## src/core/dss_pkg.sv

```systemverilog
// constants, types and register map of the State1 next-state sequencer
package dss_pkg;

	// ------------------------------------------------------------------
	// bus geometry
	// ------------------------------------------------------------------
	localparam int ADR_W = 8;
	localparam int DAT_W = 32;
	localparam int IDX_W = 6;

	// ------------------------------------------------------------------
	// register indices (byte address = index * 4)
	// ------------------------------------------------------------------
	localparam logic [IDX_W-1:0] IDX_NEXT_SEL = 6'h27;
	localparam logic [IDX_W-1:0] IDX_CTRL     = 6'h20;
	localparam logic [IDX_W-1:0] IDX_STATUS   = 6'h21;

	// ------------------------------------------------------------------
	// field layout and reset values
	// ------------------------------------------------------------------
	localparam int CODE_LSB       = 0;
	localparam int CODE_W         = 4;
	localparam int CTRL_ARM_BIT   = 0;
	localparam int CTRL_VIEW_LSB  = 1;
	localparam int VIEW_W         = 2;
	localparam int STAT_STATE_LSB = 0;
	localparam int STATE_W        = 3;
	localparam int STAT_ARMED_BIT = 3;
	localparam logic [CODE_W-1:0] CODE_RST     = 4'h0;
	localparam logic [VIEW_W-1:0] VIEW_PRIMARY = 2'h0;
	localparam logic [VIEW_W-1:0] VIEW_RST     = 2'h0;

	// ------------------------------------------------------------------
	// next-state codes
	// ------------------------------------------------------------------
	localparam logic [CODE_W-1:0] SC_ANY_S2    = 4'h0;
	localparam logic [CODE_W-1:0] SC_ANY_S3    = 4'h1;
	localparam logic [CODE_W-1:0] SC_ANY_FIN   = 4'h2;
	localparam logic [CODE_W-1:0] SC_M2_S2     = 4'h3;
	localparam logic [CODE_W-1:0] SC_M2_S3     = 4'h4;
	localparam logic [CODE_W-1:0] SC_M2_FIN    = 4'h5;
	localparam logic [CODE_W-1:0] SC_M0S2_M1S3 = 4'h6;
	localparam logic [CODE_W-1:0] SC_M1S3_M0F  = 4'h7;
	localparam logic [CODE_W-1:0] SC_M0S2_M2S3 = 4'h8;
	localparam logic [CODE_W-1:0] SC_M2S3_M0F  = 4'h9;
	localparam logic [CODE_W-1:0] SC_M1S2_M3S3 = 4'ha;
	localparam logic [CODE_W-1:0] SC_M3S3_M1F  = 4'hb;
	localparam logic [CODE_W-1:0] SC_LOW3_S2   = 4'hc;

	// ------------------------------------------------------------------
	// types
	// ------------------------------------------------------------------
	typedef enum logic [STATE_W-1:0] {
		SEQ_IDLE,
		SEQ_STATE1,
		SEQ_STATE2,
		SEQ_STATE3,
		SEQ_FINAL
	} dss_seq_e;

	typedef enum logic [1:0] {
		TGT_NONE,
		TGT_S2,
		TGT_S3,
		TGT_FIN
	} dss_tgt_e;

endpackage

```

## src/core/dss_cfg_if.sv

```systemverilog
// configuration and state carrier between register file and sequencer
`timescale 1ns/1ps
`default_nettype none

interface dss_cfg_if;
	logic [dss_pkg::CODE_W-1:0] next_state_code;
	logic                       arm;
	dss_pkg::dss_seq_e          seq_state;

	modport regs (output next_state_code, output arm, input seq_state);
	modport seq  (input next_state_code, input arm, output seq_state);
endinterface

`default_nettype wire

```

## src/core/dss_nsel.sv

```systemverilog
// per-channel next-state decode with priority resolution
`timescale 1ns/1ps
`default_nettype none

module dss_nsel #(
	parameter int N_CH = 4
) (
	// match events and selection code
	input  wire logic [N_CH-1:0]            i_match,
	input  wire logic [dss_pkg::CODE_W-1:0] i_code,
	// resolved transition
	output logic                            o_fire,
	output dss_pkg::dss_tgt_e               o_target
);

	// ------------------------------------------------------------------
	// decode of one channel's effect under a code
	// ------------------------------------------------------------------
	function automatic dss_pkg::dss_tgt_e chan_target(
		input logic [dss_pkg::CODE_W-1:0] code,
		input int                         ch
	);
		dss_pkg::dss_tgt_e t;
		t = dss_pkg::TGT_NONE;
		case (code)
			dss_pkg::SC_ANY_S2:    t = dss_pkg::TGT_S2;
			dss_pkg::SC_ANY_S3:    t = dss_pkg::TGT_S3;
			dss_pkg::SC_ANY_FIN:   t = dss_pkg::TGT_FIN;
			dss_pkg::SC_M2_S2:     if (ch == 2) t = dss_pkg::TGT_S2;
			dss_pkg::SC_M2_S3:     if (ch == 2) t = dss_pkg::TGT_S3;
			dss_pkg::SC_M2_FIN:    if (ch == 2) t = dss_pkg::TGT_FIN;
			dss_pkg::SC_M0S2_M1S3: begin
				if (ch == 0) t = dss_pkg::TGT_S2;
				if (ch == 1) t = dss_pkg::TGT_S3;
			end
			dss_pkg::SC_M1S3_M0F: begin
				if (ch == 1) t = dss_pkg::TGT_S3;
				if (ch == 0) t = dss_pkg::TGT_FIN;
			end
			dss_pkg::SC_M0S2_M2S3: begin
				if (ch == 0) t = dss_pkg::TGT_S2;
				if (ch == 2) t = dss_pkg::TGT_S3;
			end
			dss_pkg::SC_M2S3_M0F: begin
				if (ch == 2) t = dss_pkg::TGT_S3;
				if (ch == 0) t = dss_pkg::TGT_FIN;
			end
			dss_pkg::SC_M1S2_M3S3: begin
				if (ch == 1) t = dss_pkg::TGT_S2;
				if (ch == 3) t = dss_pkg::TGT_S3;
			end
			dss_pkg::SC_M3S3_M1F: begin
				if (ch == 3) t = dss_pkg::TGT_S3;
				if (ch == 1) t = dss_pkg::TGT_FIN;
			end
			dss_pkg::SC_LOW3_S2:   if (ch != 3) t = dss_pkg::TGT_S2;
			default:               t = dss_pkg::TGT_NONE; // reserved codes
		endcase
		return t;
	endfunction

	// ------------------------------------------------------------------
	// per-channel candidates
	// ------------------------------------------------------------------
	dss_pkg::dss_tgt_e cand [N_CH];

	genvar g;
	generate
		for (g = 0; g < N_CH; g++) begin : g_chan
			assign cand[g] = i_match[g] ? chan_target(i_code, g) : dss_pkg::TGT_NONE;
		end
	endgenerate

	// ------------------------------------------------------------------
	// lowest channel wins, but a final-state candidate beats all
	// ------------------------------------------------------------------
	always_comb begin
		o_target = dss_pkg::TGT_NONE;
		for (int i = N_CH - 1; i >= 0; i--) begin
			if (cand[i] != dss_pkg::TGT_NONE) o_target = cand[i];
		end
		for (int i = 0; i < N_CH; i++) begin
			if (cand[i] == dss_pkg::TGT_FIN) o_target = dss_pkg::TGT_FIN;
		end
		o_fire = (o_target != dss_pkg::TGT_NONE);
	end

endmodule

`default_nettype wire

```

## src/core/dss_regs.sv

```systemverilog
// classic wishbone slave holding the sequencer registers
`timescale 1ns/1ps
`default_nettype none

module dss_regs (
	// clock, reset, enable
	input  wire logic                      i_clk,
	input  wire logic                      i_rst,
	input  wire logic                      i_en,
	// wishbone slave
	input  wire logic                      i_cyc,
	input  wire logic                      i_stb,
	input  wire logic                      i_we,
	input  wire logic [dss_pkg::ADR_W-1:0] i_adr,
	input  wire logic [3:0]                i_sel,
	input  wire logic [dss_pkg::DAT_W-1:0] i_dat,
	output logic      [dss_pkg::DAT_W-1:0] o_dat,
	output logic                           o_ack,
	// to the sequencer
	dss_cfg_if.regs                        cfg
);

	// ------------------------------------------------------------------
	// state
	// ------------------------------------------------------------------
	logic                        ack_ff;
	logic [dss_pkg::DAT_W-1:0]   dat_ff;
	logic [dss_pkg::CODE_W-1:0]  code_ff;
	logic                        arm_ff;
	logic [dss_pkg::VIEW_W-1:0]  view_ff;
	logic [dss_pkg::IDX_W-1:0]   idx;
	logic                        req;
	logic                        wr;
	logic [dss_pkg::DAT_W-1:0]   nxt_dat;

	// select slot only exists in the primary view
	function automatic logic sel_visible(
		input logic [dss_pkg::IDX_W-1:0]  a,
		input logic [dss_pkg::VIEW_W-1:0] v
	);
		return (a == dss_pkg::IDX_NEXT_SEL) && (v == dss_pkg::VIEW_PRIMARY);
	endfunction

	assign idx = i_adr[dss_pkg::ADR_W-1:2];
	assign req = i_cyc & i_stb & ~ack_ff;
	assign wr  = req & i_we & i_sel[0];

	// ------------------------------------------------------------------
	// ack one cycle after the strobe, dropped the cycle after
	// ------------------------------------------------------------------
	always_ff @(posedge i_clk) begin
		if (i_rst) ack_ff <= 1'b0;
		else if (i_en) ack_ff <= req;
	end

	// ------------------------------------------------------------------
	// read mux, registered; unmapped reads return zero
	// ------------------------------------------------------------------
	always_comb begin
		nxt_dat = '0;
		if (sel_visible(idx, view_ff)) begin
			nxt_dat[dss_pkg::CODE_LSB +: dss_pkg::CODE_W] = code_ff; // readable anytime in the primary view
		end else if (idx == dss_pkg::IDX_CTRL) begin
			nxt_dat[dss_pkg::CTRL_ARM_BIT] = arm_ff;
			nxt_dat[dss_pkg::CTRL_VIEW_LSB +: dss_pkg::VIEW_W] = view_ff;
		end else if (idx == dss_pkg::IDX_STATUS) begin
			nxt_dat[dss_pkg::STAT_STATE_LSB +: dss_pkg::STATE_W] = cfg.seq_state;
			nxt_dat[dss_pkg::STAT_ARMED_BIT] = arm_ff;
		end
	end

	always_ff @(posedge i_clk) begin
		if (i_rst) dat_ff <= '0;
		else if (i_en && req) dat_ff <= nxt_dat;
	end

	// ------------------------------------------------------------------
	// select code: write blocked while armed, so a running
	// sequence never sees its routing change underneath it
	// ------------------------------------------------------------------
	always_ff @(posedge i_clk) begin
		if (i_rst) code_ff <= dss_pkg::CODE_RST;
		else if (i_en && wr && sel_visible(idx, view_ff) && !arm_ff) begin
			code_ff <= i_dat[dss_pkg::CODE_LSB +: dss_pkg::CODE_W];
		end
	end

	// control: arm and view select, writable anytime
	always_ff @(posedge i_clk) begin
		if (i_rst) begin
			arm_ff  <= 1'b0;
			view_ff <= dss_pkg::VIEW_RST;
		end else if (i_en && wr && idx == dss_pkg::IDX_CTRL) begin
			arm_ff  <= i_dat[dss_pkg::CTRL_ARM_BIT];
			view_ff <= i_dat[dss_pkg::CTRL_VIEW_LSB +: dss_pkg::VIEW_W];
		end
	end

	assign o_ack               = ack_ff;
	assign o_dat               = dat_ff;
	assign cfg.next_state_code = code_ff;
	assign cfg.arm             = arm_ff;

endmodule

`default_nettype wire

```

## src/core/dss_top.sv

```systemverilog
// top of the State1 next-state sequencer with its register slave
`timescale 1ns/1ps
`default_nettype none

module dss_top #(
	parameter int N_CH = 4
) (
	// clock, reset, enable
	input  wire logic                      I_MCLK,
	input  wire logic                      I_SYS_RST,
	input  wire logic                      I_CLK_EN,
	// wishbone slave
	input  wire logic                      I_WB_CYC,
	input  wire logic                      I_WB_STB,
	input  wire logic                      I_WB_WE,
	input  wire logic [dss_pkg::ADR_W-1:0] I_WB_ADR,
	input  wire logic [3:0]                I_WB_SEL,
	input  wire logic [dss_pkg::DAT_W-1:0] I_WB_DAT,
	output logic      [dss_pkg::DAT_W-1:0] O_WB_DAT,
	output logic                           O_WB_ACK,
	// comparator match channels, same clock
	input  wire logic [N_CH-1:0]           I_MATCH,
	// sequencer state
	output logic      [dss_pkg::STATE_W-1:0] O_SEQ_STATE,
	output logic                           O_ARMED
);

	// ------------------------------------------------------------------
	// internal signals
	// ------------------------------------------------------------------
	dss_cfg_if          cfg ();
	dss_pkg::dss_seq_e  state_ff;
	dss_pkg::dss_seq_e  nxt_state;
	dss_pkg::dss_tgt_e  target;
	logic               fire;

	// ------------------------------------------------------------------
	// register file
	// ------------------------------------------------------------------
	dss_regs u_regs (
		.i_clk (I_MCLK),
		.i_rst (I_SYS_RST),
		.i_en  (I_CLK_EN),
		.i_cyc (I_WB_CYC),
		.i_stb (I_WB_STB),
		.i_we  (I_WB_WE),
		.i_adr (I_WB_ADR),
		.i_sel (I_WB_SEL),
		.i_dat (I_WB_DAT),
		.o_dat (O_WB_DAT),
		.o_ack (O_WB_ACK),
		.cfg   (cfg.regs)
	);

	// ------------------------------------------------------------------
	// match decode; matches assumed already gated by comparator enables
	// ------------------------------------------------------------------
	dss_nsel #(
		.N_CH (N_CH)
	) u_nsel (
		.i_match  (I_MATCH),
		.i_code   (cfg.next_state_code),
		.o_fire   (fire),
		.o_target (target)
	);

	// ------------------------------------------------------------------
	// sequencer: later states only wait for disarm here
	// ------------------------------------------------------------------
	always_comb begin
		nxt_state = state_ff;
		case (state_ff)
			dss_pkg::SEQ_IDLE: begin
				if (cfg.arm) nxt_state = dss_pkg::SEQ_STATE1;
			end
			dss_pkg::SEQ_STATE1: begin
				if (!cfg.arm) begin
					nxt_state = dss_pkg::SEQ_IDLE;
				end else if (fire) begin
					case (target)
						dss_pkg::TGT_S2:  nxt_state = dss_pkg::SEQ_STATE2;
						dss_pkg::TGT_S3:  nxt_state = dss_pkg::SEQ_STATE3;
						dss_pkg::TGT_FIN: nxt_state = dss_pkg::SEQ_FINAL;
						default:          nxt_state = dss_pkg::SEQ_STATE1;
					endcase
				end
			end
			dss_pkg::SEQ_STATE2,
			dss_pkg::SEQ_STATE3,
			dss_pkg::SEQ_FINAL: begin
				if (!cfg.arm) nxt_state = dss_pkg::SEQ_IDLE;
			end
			default: nxt_state = dss_pkg::SEQ_IDLE;
		endcase
	end

	// state register, frozen while the clock enable is low
	always_ff @(posedge I_MCLK) begin
		if (I_SYS_RST) state_ff <= dss_pkg::SEQ_IDLE;
		else if (I_CLK_EN) state_ff <= nxt_state;
	end

	// ------------------------------------------------------------------
	// outputs
	// ------------------------------------------------------------------
	assign cfg.seq_state = state_ff;
	assign O_SEQ_STATE   = state_ff;
	assign O_ARMED       = cfg.arm;

endmodule

`default_nettype wire

```

## config.mk

```make
export PLATFORM = sky130hd
export DESIGN_NAME = dss_top
export DESIGN_NICKNAME = d
export VERILOG_FILES = /design/src/core/dss_pkg.sv /design/src/core/dss_cfg_if.sv /design/src/core/dss_nsel.sv /design/src/core/dss_regs.sv /design/src/core/dss_top.sv
export SDC_FILE = /design/constraint.sdc
export NUM_CORES = 1
export LEC_CHECK = 0
export BUFFER_PORTS_ARGS = -buffer_cell sky130_fd_sc_hd__buf_2
export CORE_MARGIN = 10
export CORE_UTILIZATION = 38
export DETAILED_ROUTE_END_ITERATION = 12
export PLACE_DENSITY = 0.74
export SYNTH_ARGS = -nofsm -noshare
export SYNTH_HDL_FRONTEND = slang
export SYNTH_SLANG_ARGS = --single-unit
```

## constraint.sdc

```tcl
create_clock -name I_MCLK -period 2.25 [get_ports I_MCLK]
set_input_delay 0.1125 -clock I_MCLK [delete_from_list [all_inputs] [get_ports I_MCLK]]
set_output_delay 0.1125 -clock I_MCLK [all_outputs]
set_load 0.005 [all_outputs]
```

=== Yosys cells after proc, flatten, opt, wreduce, memory -nomap -nowiden ===
Cells that the tools add are included.

* Output and inout port bits: 37
* Bits in registers: 15
* Input bits: 54
* Logic and storage cells: 92

* Bitwise logic cells: 5
* Reduce and logical (&&, ||, !) cells: 26
* Eq/ne operators: 29
* Muxes and demuxes: 26

{| class="wikitable"
|+ Operators with widths
! kind !! number
|-
| $mux 2 || 12
|-
| $pmux 2 s3 || 4
|-
| $eq 4x4->1 const B || 5
|-
| $eq 6x6->1 const B || 3
|-
| $pmux 3 s3 || 2
|-
| $reduce_or 3->1 || 6
|-
| $eq 4x3->1 const B || 4
|-
| $mux 3 || 5
|-
| $eq 2x2->1 const B || 6
|-
| $reduce_bool 2->1 || 5
|-
| $eq 4x2->1 const B || 2
|-
| $mux 4 || 2
|-
| $reduce_or 4->1 || 2
|-
| $eq 3x2->1 const B || 2
|-
| $logic_and 1x1->1 || 6
|-
| $and 1x1->1 || 4
|-
| $eq 4x1->1 const B || 1
|-
| $logic_not 4->1 || 1
|-
| $reduce_and 4->1 || 1
|-
| $reduce_or 2->1 || 2
|-
| $eq 3x1->1 const B || 1
|-
| $eq 3x3->1 const B || 1
|-
| $logic_not 3->1 || 1
|-
| $ne 3x3->1 const B || 1
|-
| 7 further kinds || 7
|}

=== Depth between registers and ports, before layout ===
Gate-level depths: netlist of the first run.

* Word-level depth: 18
* Mapped depth: 13
* Gate-level depth less buffers: 11

=== Hierarchy ===
From an unflattened synthesis of the first run, not the netlist that was laid out.

* Cell total of the unflattened synthesis: 168
* Area total of the unflattened synthesis: 1,422.6 sq um

{| class="wikitable"
|+ By module, submodules not included
! module !! cells each !! area each (sq um) !! seq. area each (sq um) !! instances
|-
| dss_regs || 89 || 812.0 || 240.2 || 1
|-
| dss_nsel || 54 || 365.4 || 0.0 || 1
|-
| dss_top || 25 || 245.2 || 60.1 || 1
|}

=== Least setup slack after synthesis of the first run ===
OpenSTA, ideal clock, no wires.

* Path kind: register -> register
* Start: register u_regs.code_ff, in the netlist u_regs.cfg.next_state_code[0]
* End: register state_ff[0], in the netlist O_SEQ_STATE[0]
* Setup time: 120 ps
* Required time: 2,130 ps
* Setup slack: -214 ps
* Path buffers: 1
* Cell stages (with the launch flop): 13
* Clock period less this slack: 2,464 ps
* Arrival time: 2,344 ps
* Cell sequence: dfxtp_1 clkbuf_1 and3b_1 o21ai_0 a21oi_1 o221ai_1 and3_1 ha_1 a21oi_1 or3b_1 o311ai_1 mux2i_1 o21ai_1

* Longest elaborated chain between the ends: 18
* Elaborated cells on any way between the ends: 56
* Those cells by class: eq/ne: 20; mux: 20; reduce/logical: 16

{| class="wikitable"
|+ Ends and longest elaborated chain
! what !! RTL line !! source
|-
| start, declared || dss_regs.sv:28 || <nowiki>logic [dss_pkg::CODE_W-1:0] code_ff;</nowiki>
|-
| start signal, assigned || dss_regs.sv:82 || <nowiki>if (i_rst) code_ff <= dss_pkg::CODE_RST;</nowiki>
|-
| start signal, assigned || dss_regs.sv:84 || <nowiki>code_ff <= i_dat[dss_pkg::CODE_LSB +: dss_pkg::CODE_W];</nowiki>
|-
| $eq 4x1->1 / $eq 4x4->1 (equally long branches) || dss_nsel.sv:25 || <nowiki>case (code)</nowiki>
|-
| $reduce_or 3->1 (no line) || n/a ||
|-
| $pmux 2 s3 || dss_nsel.sv:25 ||
|-
| $mux 2 || dss_nsel.sv:70 || <nowiki>assign cand[g] = i_match[g] ? chan_target(i_code, g) : dss_pkg::TGT_NONE;</nowiki>
|-
| $reduce_bool 2->1 || dss_nsel.sv:80 || <nowiki>if (cand[i] != dss_pkg::TGT_NONE) o_target = cand[i];</nowiki>
|-
| $mux 2 (4 in series) || dss_nsel.sv:80 ||
|-
| $mux 2 (3 in series) || dss_nsel.sv:83 || <nowiki>if (cand[i] == dss_pkg::TGT_FIN) o_target = dss_pkg::TGT_FIN;</nowiki>
|-
| $mux 2 * || dss_nsel.sv:83 ||
|-
| $eq 2x2->1 / $eq 2x1->1 (equally long branches) || dss_top.sv:80 || <nowiki>case (target)</nowiki>
|-
| $pmux 3 s3 || dss_top.sv:80 ||
|-
| $mux 3 || dss_top.sv:79 || <nowiki>end else if (fire) begin</nowiki>
|-
| $mux 3 || dss_top.sv:77 || <nowiki>if (!cfg.arm) begin</nowiki>
|-
| $pmux 3 s3 || dss_top.sv:72 || <nowiki>case (state_ff)</nowiki>
|-
| end signal, assigned || dss_top.sv:99 || <nowiki>if (I_SYS_RST) state_ff <= dss_pkg::SEQ_IDLE;</nowiki>
|-
| end signal, assigned || dss_top.sv:100 || <nowiki>else if (I_CLK_EN) state_ff <= nxt_state;</nowiki>
|-
| end, declared || dss_top.sv:32 || <nowiki>dss_pkg::dss_seq_e state_ff;</nowiki>
|}

Every way passes the cells marked *; elsewhere a longest branch is shown, timed or not. The select of a mux whose other input is x is not followed.
A chain may end at the register's enable or synchronous reset.

=== Worst setup path in the final report of the first run ===
* Start: register u_regs.code_ff, in the netlist u_regs.cfg.next_state_code[1]
* End: register state_ff[0], in the netlist O_SEQ_STATE[0]

Same word-level chain as after synthesis.

==> impl_metrics.toml, run 1 <==
[power_and_ir_drop]
switching_share_pct = 25.4
irDropWorstVdd_v = 0.000325
power_frac_clock_pct = 37.5
p_comb_share_pct = 16.0
p_seq_share_pct = 46.5
power_switching_uw = 147
total_power_uw = 580
power_density_mw_per_mm2 = 333
leakage_nw = 0.805
p_int_uw = 433

[clocking]
max-clock-path-buffers = 2
clock_sinks = 15
numCtsBuffers = 3
clockRootBuffer = "clkbuf_8"
cts_htree_levels = 1
cts_hold_buf = 0
cts_tree = "built"
clk_latency_ns = 0.25
cts.reportedPaths.clkPinSlew_ns = 0.06

[detailed_routing]
via_count = 1283
drt_iter0_drc = 84
antenna_left = 0
detail_route.wl_per_cell_um = 13.3
wirelength_um = 3520
dr.pass1.iters = 4
via_per_inst = 4.84
drcViolationCount = 0

[setup_path]
criticalPathCategory = "reg -> reg"
cp.arrival_ns = 2.57
cp_max_fo = 6
critPathLaunchType = "register"
end_kind = "register"
required_ns = 2.39

[flow_run]
drv_cap = 0

[logic_synthesis]
synth_common_cells = "buf_4, nor2_1, dfxtp_1, a21oi_1, mux2i_1"
yosys-top-cells-area = "dfxtp_1, buf_4, mux2i_1"
yosysWarnings = 0
synthCells = 174
synth_seq_cells = 15
netlist_area_sq_mm = 0.00140
synth.distinct_cells = 48
ys.flop_type = "dfxtp_1"
synth_edf_count = 0
yosys.area.top_type = "dfxtp_1"
yosysSeqAreaShare_pct = 21.4
avgSynthCellArea_sq_um = 8.05
async_flop_share_pct = 0
yosys.cell_count.top_type = "buf_4"
yosysTopAreaCellShare_pct = 21.4

[finish]
nFillCells = 364
drive_gt1_share_pct = 35.9
layout.nets = 274
syn_to_final_growth_pct = 24.1
n_antenna_cell = 0

[floorplanning]
num_io_pins = 91
rows = 22
die_area_sq_mm = 0.00652
die_w_um = 80.7
die-height_um = 80.7
initial_core_util_pct = 38.9
core_sq_mm = 0.00361

[place]
gp_congestion = 0.889
dpl.hpwl_um = 2780
io_buffer_count = 29

[timing]
fin_hold_ws_ns = 0.0998
setup_viol = 3
final_max_slew_viol_count = 0
skew_ns = 0.00410
period_needed_ns = 2.43
finalWorstSetupSlack_ns = -0.182
max_freq_mhz = 411
rsz0062_at_grt = "yes"
hold_viol = 0
fin_crit_sh_pct = 108

[grt]
grt_pass1_vias = 1288
grt_use_total_pct = 10.5
antenna_found_initial = 0
overflow = 0
grt_max_degree = 18
grt_pass1_wl_um = 5780

[status]
status = "complete, but fails checks"
violations = "setup timing"

[worst_hold_path]
hp-class = "in -> reg"
[cell families after synthesis]
logic type	share of synthesized area (%)
AO/OA/AOI/OAI	17.0
XOR/XNOR	1.25
adder cells (fa/ha/maj)	1.79
buffers and inverters	22.1
flip-flops	21.4
multiplexers	10.1
other	0.268
AND/OR/NAND/NOR	26.1
[path summary, 6_finish.rpt]
path	startpoint	to	slack, ns	depth (start not counted)
max	u_regs.cfg.next_state_code[1]	O_SEQ_STATE[0]	-0.18	12
min reg2reg	u_regs.o_ack	u_regs.o_ack	0.50	2
max reg2reg	u_regs.cfg.next_state_code[1]	O_SEQ_STATE[0]	-0.18	12
min	I_WB_DAT[3]	u_regs.cfg.next_state_code[3]	0.1	3
[state kept, by name (all words and copies together) (netlist names)]
register                    count
u_regs.view_ff                  2
u_regs.o_dat                    4
u_regs.o_ack                    1
u_regs.cfg.arm                  1
O_SEQ_STATE                     3
u_regs.cfg.next_state_code      4
[layout make-up]
type                    instances  area (sq um)  area share (%)
clock buffers                   4          45.0            2.59
inverters                       5          18.8            1.08
multi-input cells             142           988            56.8
flip-flops and latches         15           309            17.8
well taps                      48          60.1            3.45
repair buffers                 51           318            18.3
[metrics by stage]
| step | util (%) | area [sq um] | TNS, ns | setup WS, ns | instances |
|---|---|---|---|---|---|
| after CTS | 46.4 | 1670 | -0.580 | -0.213 | 263 |
| after floorplan | - | 1550 | -0.128 | -0.0471 | 201 |
| final | 48.2 | 1740 | -0.490 | -0.182 | 265 |
| after global routing | 48.2 | 1740 | -0.856 | -0.306 | 265 |
| after global placement | 43.9 | 1580 | -0.532 | -0.184 | 257 |
| after detailed placement | 43.9 | 1580 | -0.712 | -0.253 | 257 |
[critical path, cell delays in order (launching register included)]
cell and delay [ns]:
dfxtp_4 0.36, buf_6 0.13, nand2b_4 0.13, a221oi_2 0.25, a21oi_1 0.09, o221ai_2 0.16
and3_4 0.22, ha_4 0.12, a21oi_2 0.04, or3b_4 0.41, o311ai_4 0.10, mux2i_1 0.23
o21ai_1 0.09
[cells in the final DEF, fill, tap and decap left out, types with 3 or more instances in the layout]
master,instances
nor2_1,21
nand2b_1,7
dfxtp_1,12
o21ai_0,3
a211oi_1,4
inv_1,3
buf_4,20
buf_2,29
nand3_1,3
clkbuf_8,3
a21oi_1,12
o21ai_1,3
conb_1,28
mux2i_1,13
nand2_1,4
[power by group through the flow]
| stage | Sequential (mW) | Combinational, mW | Clock [mW] |
|---|---|---|---|
| final | 0.270 | 0.0930 | 0.217 |
| after detailed placement | 0.277 | 0.0844 | 0 |
| after global placement | 0.276 | 0.0843 | 0 |
| after global routing | 0.270 | 0.105 | 0.231 |
| after floorplan | 0.277 | 0.0819 | 0 |
| after CTS | 0.271 | 0.0871 | 0.224 |
[repair_timing]
action                     4_1_cts  5_1_grt
setup endpoints to repair        3        3
setup buffers                    2        2
pin swaps                        7       10
resized for setup               10       11
[layer usage]
metal	share of wire (%)	global-route usage, %
met5	0	0
met4	1.5	3.11
met3	8.5	3.35
met2	48	17.6
met1	42	12.6
(Power assumes the default switching activity.)
==> inputs of run 2 (changes only) <==
--- a/config.mk
+++ b/config.mk
@@ -9,7 +9,8 @@
 export CORE_MARGIN = 10
 export CORE_UTILIZATION = 38
 export DETAILED_ROUTE_END_ITERATION = 12
-export PLACE_DENSITY = 0.74
+export PLACE_DENSITY = 0.88
+export RECOVER_POWER = 25
 export SYNTH_ARGS = -nofsm -noshare
 export SYNTH_HDL_FRONTEND = slang
 export SYNTH_SLANG_ARGS = --single-unit
==> run 2 against run 1 <==
Net effect: the run still ends with setup timing left; sequential share of layout area is 0.23 points higher; via count is 3.1% higher; sequential cell count stayed put; combinational power hardly changed; clock-buffer cell count stayed put; first-iteration DRC count is 30% higher.
==> impl_metrics.toml, run 2 (same netlist as run 1, synthesis figures left out) <==
[clocking]
clk_latency_ns = 0.25
cts_tree = "built"
max-clock-path-buffers = 2
numCtsBuffers = 3
clockRootBuffer = "clkbuf_8"
cts_hold_buf = 0
cts.reportedPaths.clkPinSlew_ns = 0.06
cts_htree_levels = 1
clock_sinks = 15

[worst_hold_path]
holdPathStages = 3
min_to = "u_regs.cfg.next_state_code[3]"
hp-class = "in -> reg"
min_from = "I_WB_DAT[3]"

[place]
dp_slack_ns = -0.258
gp_congestion = 0.882
io_buffer_count = 29
dp.cells = 257
dpl.hpwl_um = 2930
dpl_cell_area_sq_mm = 0.00158

[grt]
antenna_found_initial = 0
overflow = 0
grt_use_total_pct = 11.2
grt_pass1_vias = 1344
grt_max_degree = 18
grt_pass1_wl_um = 5970

[timing]
period_needed_ns = 2.43
hold_viol = 0
rsz0062_at_grt = "yes"
skew_ns = 0.000728
fin_hold_ws_ns = 0.104
fin_crit_sh_pct = 108
fin_setup_tns_ns = -0.510
final_max_slew_viol_count = 0
max_freq_mhz = 412
finalWorstSetupSlack_ns = -0.177
setup_viol = 3

[finish]
fin_area_sq_mm = 0.00172
final_cell_mix = "conb_1, buf_4, buf_2"
nFillCells = 354
final_common_cell = "conb_1"
n_antenna_cell = 0
drive_gt1_share_pct = 32.3
stdcell_count = 268
layout.nets = 277
syn_to_final_growth_pct = 22.5
seq_area_sq_um = 309
multi_input_area_sq_um = 957

[power_and_ir_drop]
leakage_nw = 0.791
irDropWorstVdd_v = 0.000279
power_density_mw_per_mm2 = 342

[detailed_routing]
via_per_inst = 4.94
wirelength_um = 3880
via_count = 1323
dr.pass1.iters = 4
detail_route.wl_per_cell_um = 14.5
drt_iter0_drc = 109
antenna_left = 0
route.met3.wl_um = 289
highest_layer = "met4"
met1_length_um = 1560
drcViolationCount = 0
wl_met2_um = 1940

[setup_path]
required_ns = 2.38
worstReg2RegStart = "u_regs.cfg.next_state_code[1]"
critPathLaunchType = "register"
r2r_slack_ns = -0.18
cp.arrival_ns = 2.56
crit_buf_inv = 0
criticalPathCategory = "reg -> reg"
r2r_cells = 11
crit_slowest_cell = "or3b_4"
worst_path_dominant_cell_family = "simple AND/OR/NAND/NOR gates"
critPathMostFrequentCell = "a21oi_1"
cp_max_fo = 7
r2r-end = "O_SEQ_STATE[2]"
cp-startpoint = "u_regs.cfg.next_state_code[1]"
slowest_delay_ns = 0.39
path_cells = "nor2b_1, a22o_1, a21oi_1, o221ai_1, and3_1, ha_1, a21oi_1, or3b_4, o311ai_4, mux2i_1, nor2_1"
end_kind = "register"

[floorplanning]
die-height_um = 80.7
initial_core_util_pct = 38.9
num_io_pins = 91
rows = 22
die_area_sq_mm = 0.00652
core_sq_mm = 0.00361
die_w_um = 80.7

[flow_run]
drv_cap = 0

[status]
violations = "setup timing"
status = "complete, but fails checks"
## run 2: worst max-delay path by stage
stage               slack, ns              to  cells after the start
floorplan               -0.05  O_SEQ_STATE[0]                     11
global placement        -0.19  O_SEQ_STATE[0]                     12
detailed placement      -0.26  O_SEQ_STATE[2]                     12
CTS                     -0.14  O_SEQ_STATE[2]                     11
global route            -0.33  O_SEQ_STATE[2]                     12
finish                  -0.18  O_SEQ_STATE[2]                     11
## run 2: timing repair
item,in CTS,in global routing
pin swaps,6,3
resized for setup,6,5
buffers inserted,5,2
setup endpoints to repair,3,3
## run 2: worst reg2reg max path, stage by stage (launching register included)
cell,delay [ns]
dfxtp_4,0.38
nor2b_1,0.26
a22o_1,0.17
a21oi_1,0.08
o221ai_1,0.22
and3_1,0.20
ha_1,0.14
a21oi_1,0.06
or3b_4,0.39
o311ai_4,0.10
mux2i_1,0.24
nor2_1,0.06
## run 2: cell type report
type,instances,area share [%]
clock buffers,4,2.62
inverters,5,1.09
multi-input cells,142,55.8
flip-flops and latches,15,18.0
well taps,48,3.50
repair buffers,54,19.0
## run 2: per-layer routing
metal	up-vias	GRT usage, %
li1	650	-
met1	606	12.0
met2	58	19.4
met3	9	3.01
met4	0	6.06
met5	-	0
## run 2: stage by stage
| stage | power (mW) | util [%] |
|---|---|---|
| floorplan | 0.359 | - |
| global placement | 0.359 | 43.9 |
| detailed placement | 0.361 | 43.9 |
| CTS | 0.587 | 46.7 |
| global route | 0.612 | 47.6 |
| finish | 0.588 | 47.6 |
## run 2: report_power, final
part / internal (mW) / switching [mW]
Clock: 0.126 / 0.0988
Combinational: 0.0394 / 0.0540
Sequential: 0.267 / 0.00240
